[config.mk]
export PLATFORM = sky130hd
export DESIGN_NAME = pspp_top
export DESIGN_NICKNAME = d
export VERILOG_FILES = /design/src/design/pspp_pkg.sv /design/src/design/pspp_dbnc_if.sv /design/src/design/pspp_debounce.sv /design/src/design/pspp_top.sv
export SDC_FILE = /design/constraint.sdc
export NUM_CORES = 1
export LEC_CHECK = 0
export BUFFER_PORTS_ARGS = -buffer_cell sky130_fd_sc_hd__buf_2
export CAP_MARGIN = 5
export CORE_MARGIN = 2
export CORE_UTILIZATION = 60
export DETAILED_ROUTE_END_ITERATION = 16
export HOLD_SLACK_MARGIN = 0.1
export PLACE_DENSITY = 0.77
export REMOVE_ABC_BUFFERS = 1
export SETUP_SLACK_MARGIN = 0.15
export SYNTH_ARGS = -nofsm -noshare
export SYNTH_HDL_FRONTEND = slang
export SYNTH_SLANG_ARGS = --single-unit
[constraint.sdc]
create_clock -name clk -period 8.69 [get_ports clk]
set_input_delay 0.869 -clock clk [delete_from_list [all_inputs] [get_ports clk]]
set_output_delay 0.869 -clock clk [all_outputs]
set_load 0.005 [all_outputs]
[src/design/pspp_pkg.sv]
/*
  Constants, types and the capability table for the source power select
  and protection block.
  Assumes a single 100 MHz clock and no register bus.
*/
package pspp_pkg;

  localparam int unsigned CLK_PERIOD_NS = 10;

  // Device variants
  localparam logic [1:0] VAR_ADJUST = 2'h0;
  localparam logic [1:0] VAR_FIXED  = 2'h1;
  localparam logic [1:0] VAR_HALVE  = 2'h2;

  // Select codes with a fixed meaning
  localparam logic [2:0] CODE_FULL = 3'h7;
  localparam logic [2:0] CODE_HALF = 3'h3;

  // Percent thresholds
  localparam logic [7:0] PCT_FULL = 8'h64;
  localparam logic [7:0] PCT_OVP  = 8'h78;
  localparam logic [7:0] PCT_UVP  = 8'h41;
  localparam logic [7:0] PCT_OCP  = 8'h78;

  // Pin synchroniser settle time after reset release
  localparam logic [1:0] SETTLE_START = 2'h3;
  localparam logic [1:0] SETTLE_TAKE  = 2'h1;

  localparam int unsigned N_PDO = 5;

  typedef logic [N_PDO-1:0][8:0] pspp_cur_t;

  // Power in 0.1 W, currents in 10 mA for 5, 9, 12, 15, 20 V
  typedef struct packed {
    logic [9:0] pdp;
    pspp_cur_t  cur;
  } pspp_caps_t;

  localparam pspp_caps_t CAPS_TABLE [8] = '{
    '{pdp: 10'h0A0, cur: {9'h000, 9'h000, 9'h085, 9'h0B1, 9'h12C}},
    '{pdp: 10'h0A0, cur: {9'h000, 9'h000, 9'h085, 9'h0B1, 9'h12C}},
    '{pdp: 10'h0E1, cur: {9'h000, 9'h000, 9'h0B7, 9'h0F4, 9'h12C}},
    '{pdp: 10'h12C, cur: {9'h000, 9'h0C8, 9'h0FA, 9'h12C, 9'h12C}},
    '{pdp: 10'h177, cur: {9'h000, 9'h0F6, 9'h12C, 9'h12C, 9'h12C}},
    '{pdp: 10'h1C2, cur: {9'h0E1, 9'h12C, 9'h12C, 9'h12C, 9'h12C}},
    '{pdp: 10'h20D, cur: {9'h104, 9'h12C, 9'h12C, 9'h12C, 9'h12C}},
    '{pdp: 10'h258, cur: {9'h12C, 9'h12C, 9'h12C, 9'h12C, 9'h12C}}
  };

  typedef enum logic [1:0] {
    ST_RUN   = 2'b00,
    ST_SHUT  = 2'b01,
    ST_WAIT  = 2'b10,
    ST_LATCH = 2'b11
  } pspp_state_t;

  typedef enum logic [2:0] {
    FK_NONE  = 3'b000,
    FK_OVP   = 3'b001,
    FK_UVP   = 3'b010,
    FK_OCP   = 3'b011,
    FK_OTHER = 3'b100,
    FK_OFF   = 3'b101
  } pspp_fault_t;

endpackage

[src/design/pspp_dbnc_if.sv]
/*
  Interface between the protection logic and a debounce counter.
  Assumes both ends run on the same clock.
*/
interface pspp_dbnc_if;
  logic cond;
  logic hit;
  modport ctrl (output cond, input hit);
  modport cnt  (input cond, output hit);
endinterface

[src/design/pspp_debounce.sv]
/*
  Debounce counter: hit rises once cond has held for CYCLES cycles.
  Assumes cond is synchronous to clk.
*/
module pspp_debounce #(
  parameter int unsigned CYCLES = 1
) (
  input  wire logic  clk,
  input  wire logic  rst_b,
  pspp_dbnc_if.cnt   dbnc
);

  logic [31:0] count;
  wire         at_end = (count >= 32'(CYCLES - 1));

  // Count restarts whenever the condition drops out
  always_ff @(posedge clk) begin
    if (!rst_b || !dbnc.cond) begin
      count <= 32'h0000_0000;
    end else if (!at_end) begin
      count <= count + 32'h0000_0001;
    end
  end

  always_ff @(posedge clk) begin
    if (!rst_b) begin
      dbnc.hit <= 1'b0;
    end else begin
      dbnc.hit <= dbnc.cond && at_end;
    end
  end

endmodule

[src/design/pspp_top.sv]
/*
  Source power level select and output protection of a PD source.
  Assumes the PD engine, ADC and comparators sit outside; strap pins
  and comparators are asynchronous, all other inputs are on clk.
*/
// Summary of operation
// - Adjustable variant: 16 to 60 W steps
// - Small fixed variants always advertise full power
// - Large variants halve power on top pin
// - Codes 111 and 110 power profiles
// - Codes 101 and 100 power profiles
// - Codes 011, 010, 00X power profiles
// - Sample straps at reset, send capabilities
// - Resample straps when recovering from shutdown
// - Fault removes pull-up, gate off, monitors
// - Fault cleared: delay, restart at 5 V
// - Over-voltage above 120% for debounce time
// - Blank over-voltage while output changes
// - Under-voltage below 65% past debounce
// - No alert for under-voltage faults
// - Skip 65% check under programmable contract
// - Below turn-off level always faults
// - Turn-off fault holds until latch reset
// - Fixed contract over-current at 120%
// - Over-current alert on next contract, history
// - Programmable contract uses current limiting
// - New request updates the current limit
// - Alert on every entry to or exit from current limit mode
// - Status carries mode, voltage, current
module pspp_top #(
  parameter int unsigned OVP_DEBOUNCE_NS = 100000,
  parameter int unsigned UVP_DEBOUNCE_NS = 100000,
  parameter int unsigned OVP_BLANK_NS    = 1000000,
  parameter int unsigned RESTART_MS      = 2000
) (
  input  wire logic        clk,
  input  wire logic        rst_b,
  input  wire logic [1:0]  variant,
  input  wire logic        power_halve_select,
  input  wire logic        power_step_select_hi,
  input  wire logic        power_step_select_lo,
  input  wire logic        soft_reset_done,
  input  wire logic        hard_reset_done,
  input  wire logic        explicit_contract,
  input  wire logic        contract_pps,
  input  wire logic        request_update,
  input  wire logic [15:0] requested_mv,
  input  wire logic [15:0] requested_ma,
  input  wire logic [15:0] sense_mv,
  input  wire logic [15:0] sense_ma,
  input  wire logic        below_turnoff,
  input  wire logic        below_latch_reset,
  input  wire logic        other_fault,
  output logic             cc_pullup_en,
  output logic             vbus_gate_en,
  output logic             restart_5v,
  output logic             send_caps,
  output logic [9:0]       pdp_tenth_w,
  output pspp_pkg::pspp_cur_t pdo_current,
  output logic             output_overvoltage_fault,
  output logic             output_undervoltage_fault,
  output logic             output_overcurrent_fault,
  output logic             alert_req,
  output logic             alert_ocp,
  output logic             alert_mode_change,
  output logic             ocp_history,
  output logic             current_limit_mode,
  output logic             constant_voltage_mode,
  output logic [15:0]      current_limit_ma,
  output logic [15:0]      status_mv,
  output logic [15:0]      status_ma
);

  localparam int unsigned OVP_DBNC_CYC =
    (OVP_DEBOUNCE_NS + pspp_pkg::CLK_PERIOD_NS - 1) /
    pspp_pkg::CLK_PERIOD_NS;
  localparam int unsigned UVP_DBNC_CYC =
    (UVP_DEBOUNCE_NS + pspp_pkg::CLK_PERIOD_NS - 1) /
    pspp_pkg::CLK_PERIOD_NS;
  localparam int unsigned OVP_BLANK_CYC =
    (OVP_BLANK_NS + pspp_pkg::CLK_PERIOD_NS - 1) /
    pspp_pkg::CLK_PERIOD_NS;
  localparam int unsigned RESTART_CYC =
    RESTART_MS * (1000000 / pspp_pkg::CLK_PERIOD_NS);

  function automatic logic [31:0] scaled(input logic [15:0] v,
                                         input logic [7:0]  pct);
    scaled = 32'(v) * 32'(pct);
  endfunction

  // Two-flop synchronisers for pins and comparators
  logic [4:0] pin_meta;
  logic [4:0] pin_sync;

  always_ff @(posedge clk) begin
    if (!rst_b) begin
      pin_meta <= 5'h00;
      pin_sync <= 5'h00;
    end else begin
      pin_meta <= {below_latch_reset, below_turnoff, power_halve_select,
                   power_step_select_hi, power_step_select_lo};
      pin_sync <= pin_meta;
    end
  end

  wire       latch_reset_s = pin_sync[4];
  wire       turnoff_s     = pin_sync[3];
  wire [2:0] strap_s       = pin_sync[2:0];

  pspp_pkg::pspp_state_t state;
  pspp_pkg::pspp_state_t next_state;
  pspp_pkg::pspp_fault_t fault_kind;
  pspp_pkg::pspp_fault_t next_fault_kind;

  wire run = (state == pspp_pkg::ST_RUN);

  // Fault conditions
  wire ovp_raw = scaled(sense_mv, pspp_pkg::PCT_FULL) >
                 scaled(requested_mv, pspp_pkg::PCT_OVP);
  wire uvp_raw = scaled(sense_mv, pspp_pkg::PCT_FULL) <
                 scaled(requested_mv, pspp_pkg::PCT_UVP);
  wire ocp_raw = !contract_pps &&
                 (scaled(sense_ma, pspp_pkg::PCT_FULL) >=
                  scaled(requested_ma, pspp_pkg::PCT_OCP));

  // Over-voltage blanking after a change of requested voltage
  logic [15:0] last_req_mv;
  logic [31:0] blank_cnt;
  wire         req_moving = (requested_mv != last_req_mv);
  wire         blanked    = req_moving || (blank_cnt != 32'h0000_0000);

  always_ff @(posedge clk) begin
    if (!rst_b) begin
      last_req_mv <= 16'h0000;
      blank_cnt   <= 32'h0000_0000;
    end else begin
      last_req_mv <= requested_mv;
      if (requested_mv != last_req_mv) begin
        blank_cnt <= 32'(OVP_BLANK_CYC);
      end else if (blanked) begin
        blank_cnt <= blank_cnt - 32'h0000_0001;
      end
    end
  end

  pspp_dbnc_if ovp_dbnc ();
  pspp_dbnc_if uvp_dbnc ();

  assign ovp_dbnc.cond = run && !blanked && ovp_raw;
  assign uvp_dbnc.cond = run && !contract_pps && uvp_raw;

  pspp_debounce #(.CYCLES(OVP_DBNC_CYC)) u_ovp_dbnc (
    .clk   (clk),
    .rst_b (rst_b),
    .dbnc  (ovp_dbnc)
  );

  pspp_debounce #(.CYCLES(UVP_DBNC_CYC)) u_uvp_dbnc (
    .clk   (clk),
    .rst_b (rst_b),
    .dbnc  (uvp_dbnc)
  );

  wire off_trip = run && turnoff_s;
  wire ovp_trip = run && ovp_dbnc.hit;
  wire ocp_trip = run && ocp_raw;
  wire uvp_trip = run && uvp_dbnc.hit;
  wire oth_trip = run && other_fault;

  // Fault still present while output is shut off
  wire still_bad =
    (fault_kind == pspp_pkg::FK_OVP)   ? ovp_raw :
    (fault_kind == pspp_pkg::FK_OCP)   ? ocp_raw :
    (fault_kind == pspp_pkg::FK_OTHER) ? other_fault : 1'b0;

  // Auto-restart delay counter
  logic [31:0] wait_cnt;
  wire         wait_done = (wait_cnt >= 32'(RESTART_CYC - 1));

  always_ff @(posedge clk) begin
    if (!rst_b || state != pspp_pkg::ST_WAIT) begin
      wait_cnt <= 32'h0000_0000;
    end else if (!wait_done) begin
      wait_cnt <= wait_cnt + 32'h0000_0001;
    end
  end

  logic recover;

  always_comb begin
    next_state      = state;
    next_fault_kind = fault_kind;
    recover         = 1'b0;
    case (state)
      pspp_pkg::ST_RUN: begin
        if (off_trip) begin
          next_state      = pspp_pkg::ST_LATCH;
          next_fault_kind = pspp_pkg::FK_OFF;
        end else if (ovp_trip) begin
          next_state      = pspp_pkg::ST_SHUT;
          next_fault_kind = pspp_pkg::FK_OVP;
        end else if (ocp_trip) begin
          next_state      = pspp_pkg::ST_SHUT;
          next_fault_kind = pspp_pkg::FK_OCP;
        end else if (uvp_trip) begin
          next_state      = pspp_pkg::ST_SHUT;
          next_fault_kind = pspp_pkg::FK_UVP;
        end else if (oth_trip) begin
          next_state      = pspp_pkg::ST_SHUT;
          next_fault_kind = pspp_pkg::FK_OTHER;
        end
      end
      pspp_pkg::ST_SHUT: begin
        if (!still_bad) begin
          next_state = pspp_pkg::ST_WAIT;
        end
      end
      pspp_pkg::ST_WAIT: begin
        if (still_bad) begin
          next_state = pspp_pkg::ST_SHUT;
        end else if (wait_done) begin
          next_state      = pspp_pkg::ST_RUN;
          next_fault_kind = pspp_pkg::FK_NONE;
          recover         = 1'b1;
        end
      end
      pspp_pkg::ST_LATCH: begin
        if (latch_reset_s) begin
          next_state      = pspp_pkg::ST_RUN;
          next_fault_kind = pspp_pkg::FK_NONE;
          recover         = 1'b1;
        end
      end
      default: begin
        next_state      = pspp_pkg::ST_SHUT;
        next_fault_kind = pspp_pkg::FK_OTHER;
      end
    endcase
  end

  always_ff @(posedge clk) begin
    if (!rst_b) begin
      state        <= pspp_pkg::ST_RUN;
      fault_kind   <= pspp_pkg::FK_NONE;
      cc_pullup_en <= 1'b0;
      vbus_gate_en <= 1'b0;
      restart_5v   <= 1'b0;
    end else begin
      state        <= next_state;
      fault_kind   <= next_fault_kind;
      cc_pullup_en <= (next_state == pspp_pkg::ST_RUN);
      vbus_gate_en <= (next_state == pspp_pkg::ST_RUN);
      restart_5v   <= recover;
    end
  end

  always_ff @(posedge clk) begin
    if (!rst_b) begin
      output_overvoltage_fault  <= 1'b0;
      output_undervoltage_fault <= 1'b0;
      output_overcurrent_fault  <= 1'b0;
    end else begin
      output_overvoltage_fault  <= (next_fault_kind == pspp_pkg::FK_OVP);
      output_undervoltage_fault <= (next_fault_kind == pspp_pkg::FK_UVP) ||
                                   (next_fault_kind == pspp_pkg::FK_OFF);
      output_overcurrent_fault  <= (next_fault_kind == pspp_pkg::FK_OCP);
    end
  end

  // Strap sampling and capability selection
  logic [1:0] settle;
  wire        take_reset = (settle == pspp_pkg::SETTLE_TAKE);
  wire        take = take_reset || soft_reset_done || hard_reset_done ||
                     recover;

  wire [2:0] sel_code =
    (variant == pspp_pkg::VAR_ADJUST) ? strap_s :
    (variant == pspp_pkg::VAR_HALVE && strap_s[2]) ?
      pspp_pkg::CODE_HALF :
      pspp_pkg::CODE_FULL;

  wire pspp_pkg::pspp_caps_t sel_caps =
    pspp_pkg::CAPS_TABLE[sel_code];

  always_ff @(posedge clk) begin
    if (!rst_b) begin
      settle      <= pspp_pkg::SETTLE_START;
      send_caps   <= 1'b0;
      pdp_tenth_w <= 10'h000;
      pdo_current <= '0;
    end else begin
      if (settle != 2'h0) begin
        settle <= settle - 2'h1;
      end
      send_caps <= take;
      if (take) begin
        pdp_tenth_w <= sel_caps.pdp;
        pdo_current <= sel_caps.cur;
      end
    end
  end

  // Over-current reporting
  wire ocp_enter = ocp_trip && !off_trip && !ovp_trip;
  logic ocp_pending;

  always_ff @(posedge clk) begin
    if (!rst_b) begin
      ocp_pending <= 1'b0;
      ocp_history <= 1'b0;
    end else begin
      if (ocp_enter) begin
        ocp_pending <= 1'b1;
      end else if (explicit_contract) begin
        ocp_pending <= 1'b0;
      end
      if (ocp_enter) begin
        ocp_history <= 1'b1;
      end else if (hard_reset_done) begin
        ocp_history <= 1'b0;
      end
    end
  end

  // Current limit versus constant voltage under programmable contracts
  wire next_cl = run && contract_pps &&
                 (sense_ma >= current_limit_ma);
  wire mode_flip = (next_cl != current_limit_mode);
  wire ocp_alert = explicit_contract && ocp_pending;

  always_ff @(posedge clk) begin
    if (!rst_b) begin
      current_limit_ma <= 16'h0000;
    end else if (request_update || explicit_contract) begin
      current_limit_ma <= requested_ma;
    end
  end

  always_ff @(posedge clk) begin
    if (!rst_b) begin
      current_limit_mode    <= 1'b0;
      constant_voltage_mode <= 1'b0;
      status_mv             <= 16'h0000;
      status_ma             <= 16'h0000;
    end else begin
      current_limit_mode    <= next_cl;
      constant_voltage_mode <= run && contract_pps && !next_cl;
      status_mv             <= sense_mv;
      status_ma             <= sense_ma;
    end
  end

  // Alerts come only from pending over-current and mode changes
  always_ff @(posedge clk) begin
    if (!rst_b) begin
      alert_req         <= 1'b0;
      alert_ocp         <= 1'b0;
      alert_mode_change <= 1'b0;
    end else begin
      alert_req         <= ocp_alert || mode_flip;
      alert_ocp         <= ocp_alert;
      alert_mode_change <= mode_flip;
    end
  end

endmodule

; ---- Yosys cells after proc, flatten, opt, wreduce, memory -nomap -nowiden
; Memories as Yosys holds them, arrays and structs flattened. A register that Yosys moved wholly into a read port is not among the register bits.
; Cells that the tools add are included.
[classes]
add_sub_neg = 5
multipliers = 5
order_cmp = 7
eq_ne = 15
muxes = 34
n_bitwise = 2
reduce_logical = 47
[op_table]
columns = cell, n
row1 = "32-bit by 1-bit adder with 32-bit output, second input constant", 3
row2 = "32-bit by 14-bit greater-or-equal comparator with 1-bit output, second input constant", 2
row3 = "16-bit by 5-bit multiplier with 21-bit output, second input constant", 2
row4 = "16-bit by 4-bit multiplier with 20-bit output, second input constant", 2
row5 = 17-bit 2-to-1 mux, 2
row6 = "32-bit by 28-bit greater-or-equal comparator with 1-bit output, second input constant", 1
row7 = 32-bit nonzero test, 1
row8 = "32-bit by 1-bit subtractor with 32-bit output, second input constant", 1
row9 = 3-bit 2-to-1 mux, 10
row10 = 23-bit greater-or-equal comparator, 1
row11 = 23-bit greater-than comparator, 1
row12 = 23-bit less-than comparator, 1
row13 = "16-bit by 7-bit multiplier with 23-bit output, second input constant", 1
row14 = 1-bit logical AND, 19
row15 = 2-bit 2-to-1 mux, 9
row16 = 16-bit greater-or-equal comparator, 1
row17 = 16-bit != test, 1
row18 = 1-bit logical OR, 10
row19 = 1-bit 2-to-1 mux, 10
row20 = "3-bit by 2-bit equality test with 1-bit output, second input constant", 3
row21 = 1-bit zero test, 9
row22 = 3-bit one-hot mux with 3 select lines, 1
row23 = 2-bit one-hot mux with 4 select lines, 1
row24 = 2-bit nonzero test, 4
row25 = 12 further kinds, 19
[word_totals]
regBits = 224
romBits = 440
inputBits = 79
output_inout_bits = 116
memories = 1
[mem_list]
columns = name, depth, word_bits, read_ports, rd_clocked_by_memory_dff, wr, line_no
row1 = (name not given), 8, 55, 1, 1, 0, pspp_top.sv:283  ; pspp_pkg::CAPS_TABLE[sel_code];

; ---- Longest topological paths before layout
[logic_depth]
ltp_word = 10
mapped_depth = 26

; ---- Hierarchy
; Synthesis repeated with hierarchy kept, for this count alone.
[unflattened]
cells_unflattened = 2030
area_unflattened_um2 = 18316.3
[by_module_without_submodules]
columns = module, instances, cells_per_inst, area_per_inst_um2
row1 = pspp_top, 1, 1762, 15621.2
row2 = pspp_debounce, 2, 134, 1347.5

; ---- Worst setup path after synthesis
; Ideal clock, no wire load.
[synth_timing]
path_kind = input to register
start = in requested_mv[5]
end = reg vbus_gate_en
t_arrival_ps = 6382
t_required_ps = 8560
slack_ps = 2178
stages = 23
n_path_buf = 0
path_cell_list = inv_1 fa_1 fa_1 inv_1 ha_1 or3_1 o21ai_0 o21ai_0 nor2b_1 nor2_1 a2111oi_0 a21oi_1 xnor2_1 ha_1 nand3_1 or3b_2 o21a_1 o2bb2ai_1 a21oi_2 o21ai_0 or2_0 mux4_2 nor3b_1
[synth_via]
elab_chain_len = 6
[synth_rtl]
columns = element, line_no
row1 = "start, declared", pspp_top.sv:47  ; input wire logic [15:0] requested_mv,
row2 = 16-bit by 4-bit multiplier with 20-bit output *, pspp_top.sv:88  ; scaled = 32'(v) * 32'(pct);
row3 = 23-bit greater-than comparator *, pspp_top.sv:118  ; wire ovp_raw = scaled(sense_mv, pspp_pkg::PCT_FULL) >
row4 = 1-bit 2-to-1 mux *, pspp_top.sv:172  ; (fault_kind == pspp_pkg::FK_OVP) ? ovp_raw :
row5 = "2-bit 2-to-1 mux, on equally long branches", "pspp_top.sv:219, pspp_top.sv:214"
row6 = 2-bit one-hot mux with 4 select lines *, pspp_top.sv:194  ; case (state)
row7 = 2-bit zero test *, pspp_top.sv:252  ; vbus_gate_en <= (next_state == pspp_pkg::ST_RUN);
row8 = "end signal, assigned", pspp_top.sv:252
row9 = "end, declared", pspp_top.sv:55  ; output logic vbus_gate_en,
; Mark *: on every way between the ends. The rest lies on a longest branch, timed or not.
; A chain may end at the register's enable or synchronous reset.

; ---- Worst setup path in the final report
[layout_timing]
start = in requested_mv[4]
end = reg pdo_current[21] in the netlist's numbering
[layout_via]
elab_chain_len = 6
[layout_rtl]
columns = element, line_no
row1 = 16-bit by 4-bit multiplier with 20-bit output, pspp_top.sv:88
row2 = 23-bit greater-than comparator, pspp_top.sv:118
row3 = 1-bit 2-to-1 mux, pspp_top.sv:172
row4 = 1-bit 2-to-1 mux, pspp_top.sv:219  ; if (still_bad) begin
row5 = 1-bit one-hot mux with 2 select lines, pspp_top.sv:194
row6 = 1-bit logical OR, pspp_top.sv:273  ; wire take = take_reset || soft_reset_done || hard_reset_done ||
row7 = "end, declared", pspp_top.sv:59  ; output pspp_pkg::pspp_cur_t pdo_current,
; No other way between the ends.

==> reports/qor.csv <==
metric,value,unit
status,"finished, final reports clean",
Setup TNS,0,ns
"area leader, netlist",sky130_fd_sc_hd__dfxtp_1,
Worst Hold Class,reg2reg,
CP Launch Type,primary input,
minimum clock period,7.076,ns
launch point of the worst path,requested_mv[4],
Clock Root Buffer,sky130_fd_sc_hd__clkbuf_16,
synth warn,0,
global-route congestion overflow total,0,
remaining design rule violation count,0,
endpoint class of the critical path,flip-flop,
most used cells in the layout excluding fill and tap cells,"sky130_fd_sc_hd__ha_1, sky130_fd_sc_hd__dfxtp_1, sky130_fd_sc_hd__inv_1, sky130_fd_sc_hd__nor2_1, sky130_fd_sc_hd__buf_2",
average instance area after synthesis,8.909,µm²
critical register-to-register path startpoint,last_req_mv[13],
power density over the cells,219.3,nW/µm²
routability congestion estimate,0.9137,
number of global-route vias before repair,14350,
sink count of the clock tree,252,
worst-case headroom to the max-slew limit,0.1909,
fmax,141.3,MHz
number of vias per cell after detailed routing,5.473,
count of H-tree levels built during CTS,1,
Worst Hold Launch,wait_cnt[29],
"Seq/Total Area, Yosys",0.2813,
post-synthesis register bit count,252,
average wire per standard cell,15.12,µm
nets@finish,2595,
largest net degree at the start of global routing,55,
number of top-level design ports,195,
number of antenna violations at the first check in global routing,0,
RSZ-0062 raised after global routing,no,
final setup vio count,0,
total via count in the routed design,14140,
number of cells produced by synthesis,2013,
number of enable flip-flop cells after synthesis,0,
"most common cell after layout, fill and taps aside",sky130_fd_sc_hd__ha_1,
Max Slew Vio Count,0,
Routed WL,39060,µm
top cells by area in the synthesized netlist,"sky130_fd_sc_hd__dfxtp_1, sky130_fd_sc_hd__ha_1, sky130_fd_sc_hd__fa_1",
peak supply drop,0.1615,mV
share of cells above drive strength 1,0.1236,
worst-path fanout max,26,
Detailed Place HPWL,30060,µm
count of cells resized by post-cts repair,0,
area fraction of the dominant cell type after synthesis,0.2813,
die area,31290,µm²
worst setup skew after layout,0.007390,ns
final hold violation count,0,
area of the placeable core,29560,µm²
Layout Area Growth over Synthesis,11.51,%
Starting Density,0.6067,
standard-cell rows,63,
critical path data arrival time,7.52,ns
number of antenna-violating nets in the routed design,0,
Synth Flop Type,sky130_fd_sc_hd__dfxtp_1,
chip height,176.9,µm
count of maximum capacitance violations,0,
final worst path period share,0.8143,
mapped cell area,17930,µm²
worst path required time,9.14,ns
Die W,176.9,µm
Clock Tree Buf Depth,3,
"Distinct cells, synth",82,
hold bufs inserted after CTS,0,
GRT Util Overall,0.2514,
total clock buffers created by CTS,28,
Leak Pwr,9.499,nW
minimum hold slack,0.4186,ns
iteration-0 DRC count of the detailed router,646,
actual transition at the worst max-transition pin,1.209,ns
source-to-sink clock delay at the later pin of the worst-skew pair,0.55,ns
fraction of registers with async set/reset,0,
TritonCTS clock tree,built,
1st-pass router iterations,5,
setup fix buffers added after clock tree synthesis,0,
total inserted antenna cells,0,
number of I/O port buffers,185,
global-route wire length before repair,65730,µm
critical setup path kind,in2reg,
clk slew on worst S/H paths,0.06,ns
[cell families after synthesis]
kind of cell,after synthesis,synth area share
simple gates,656,0.1841
fa+ha+maj,345,0.2746
buf+inv,296,0.06921
compound gates,291,0.1055
flops,252,0.2813
xor+xnor,167,0.08155
mux,5,0.003558
other cells,1,0.0002091
[worst max-delay path, cell delays in order]
cell	delay, ns
sky130_fd_sc_hd__buf_2	0.12
sky130_fd_sc_hd__inv_1	0.26
sky130_fd_sc_hd__fa_1	0.50
sky130_fd_sc_hd__fa_1	0.53
sky130_fd_sc_hd__inv_1	0.05
sky130_fd_sc_hd__ha_1	0.33
sky130_fd_sc_hd__a21oi_1	0.16
sky130_fd_sc_hd__o22ai_1	0.11
sky130_fd_sc_hd__o21ai_0	0.33
sky130_fd_sc_hd__o21ai_0	0.19
sky130_fd_sc_hd__nor2b_1	0.15
sky130_fd_sc_hd__nor2_1	0.07
sky130_fd_sc_hd__a2111oi_0	0.70
sky130_fd_sc_hd__a21oi_1	0.19
sky130_fd_sc_hd__xnor2_1	0.17
sky130_fd_sc_hd__ha_1	0.29
sky130_fd_sc_hd__nand3_1	0.10
sky130_fd_sc_hd__or3b_2	0.49
sky130_fd_sc_hd__o21a_1	0.23
sky130_fd_sc_hd__o2bb2ai_1	0.14
sky130_fd_sc_hd__a21oi_2	0.20
sky130_fd_sc_hd__o211ai_2	0.16
sky130_fd_sc_hd__o21ai_2	0.78
sky130_fd_sc_hd__nor2_1	0.10
sky130_fd_sc_hd__a211oi_1	0.29
[metal layers]
layer,GRT usage,share of wire
met2,0.4538,0.50
met3,0.03265,0.040
met1,0.3073,0.42
met4,0.08643,0.034
met5,0,0
[flip-flops by register name, summed over array words and instances (netlist names), 2 cells and up]
signal	count
last_req_mv	16
wait_cnt	32
pin_meta	5
pin_sync	5
status_ma	16
pdo_current	19
u_uvp_dbnc.count	32
current_limit_ma	16
state	2
settle	2
blank_cnt	32
fault_kind	3
pdp_tenth_w	9
status_mv	16
u_ovp_dbnc.count	32
[per-stage QoR]
step / instances / setup slack, ns / utilization / power (W) / area [µm²]
floorplan: 1953 / 2.068 / - / 0.002647 / 17580
global placement: 2531 / 1.350 / 0.6433 / 0.003058 / 19020
detailed placement: 2531 / 1.110 / 0.6433 / 0.003138 / 19020
CTS: 2583 / 1.655 / 0.6766 / 0.004411 / 20000
global route: 2583 / 1.161 / 0.6766 / 0.004736 / 20000
finish: 2583 / 1.614 / 0.6766 / 0.004385 / 20000
[where the power goes]
group	switching, W	leakage, nW	internal [W]
Sequential	0.0000413	2.06	0.00122
Clock	0.000481	0.476	0.000772
Combinational	0.00107	6.96	0.000802
[path summary, 6_finish.rpt]
kind	endpoint	slack [ns]	cells after the start
hold reg to reg	wait_cnt[29]	0.42	2
setup / recovery	pdo_current[21]	1.61	25
hold / removal	wait_cnt[29]	0.42	2
setup reg to reg	u_ovp_dbnc.count[7]	5.14	6
[cell usage after synthesis, types with 5 or more instances]
library cell               count
sky130_fd_sc_hd__nand2_1     137
sky130_fd_sc_hd__nand4_1      24
sky130_fd_sc_hd__o211a_1       5
sky130_fd_sc_hd__a21oi_1     105
sky130_fd_sc_hd__nand2b_1     17
sky130_fd_sc_hd__o21bai_1      5
sky130_fd_sc_hd__dfxtp_1     252
sky130_fd_sc_hd__xnor2_1      97
sky130_fd_sc_hd__nor4_1       17
sky130_fd_sc_hd__and3_1       31
sky130_fd_sc_hd__o211ai_1      6
sky130_fd_sc_hd__buf_4        29
sky130_fd_sc_hd__nor2_1      201
sky130_fd_sc_hd__nor3b_1       6
sky130_fd_sc_hd__a41oi_1       5
sky130_fd_sc_hd__a211oi_1      6
sky130_fd_sc_hd__buf_2         5
sky130_fd_sc_hd__ha_1        264
sky130_fd_sc_hd__a21o_1       24
sky130_fd_sc_hd__inv_1       228
sky130_fd_sc_hd__xor2_1       70
sky130_fd_sc_hd__o21a_1       20
sky130_fd_sc_hd__o31ai_1       5
sky130_fd_sc_hd__or4_1         8
sky130_fd_sc_hd__o21ai_0      57
sky130_fd_sc_hd__a31oi_1      10
sky130_fd_sc_hd__nor2b_1      15
sky130_fd_sc_hd__and2_1       58
sky130_fd_sc_hd__nand3b_1     10
sky130_fd_sc_hd__or3_1        17
sky130_fd_sc_hd__clkbuf_1     29
sky130_fd_sc_hd__fa_1         81
sky130_fd_sc_hd__nor3_1       26
sky130_fd_sc_hd__nand3_1      54
sky130_fd_sc_hd__or2_2        11
[cell type report]
class | instances | area, µm²
Multi-Input combinational cell | 1473 | 11680
Fill cell | 2353 | 9560
Sequential cell | 252 | 5045
Timing Repair Buffer | 188 | 948.4
Inverter | 228 | 855.8
Clock buffer | 42 | 824.5
Tap cell | 390 | 488.0
Clock inverter | 10 | 158.9
No activity file was read; power rests on OpenSTA's default activity.
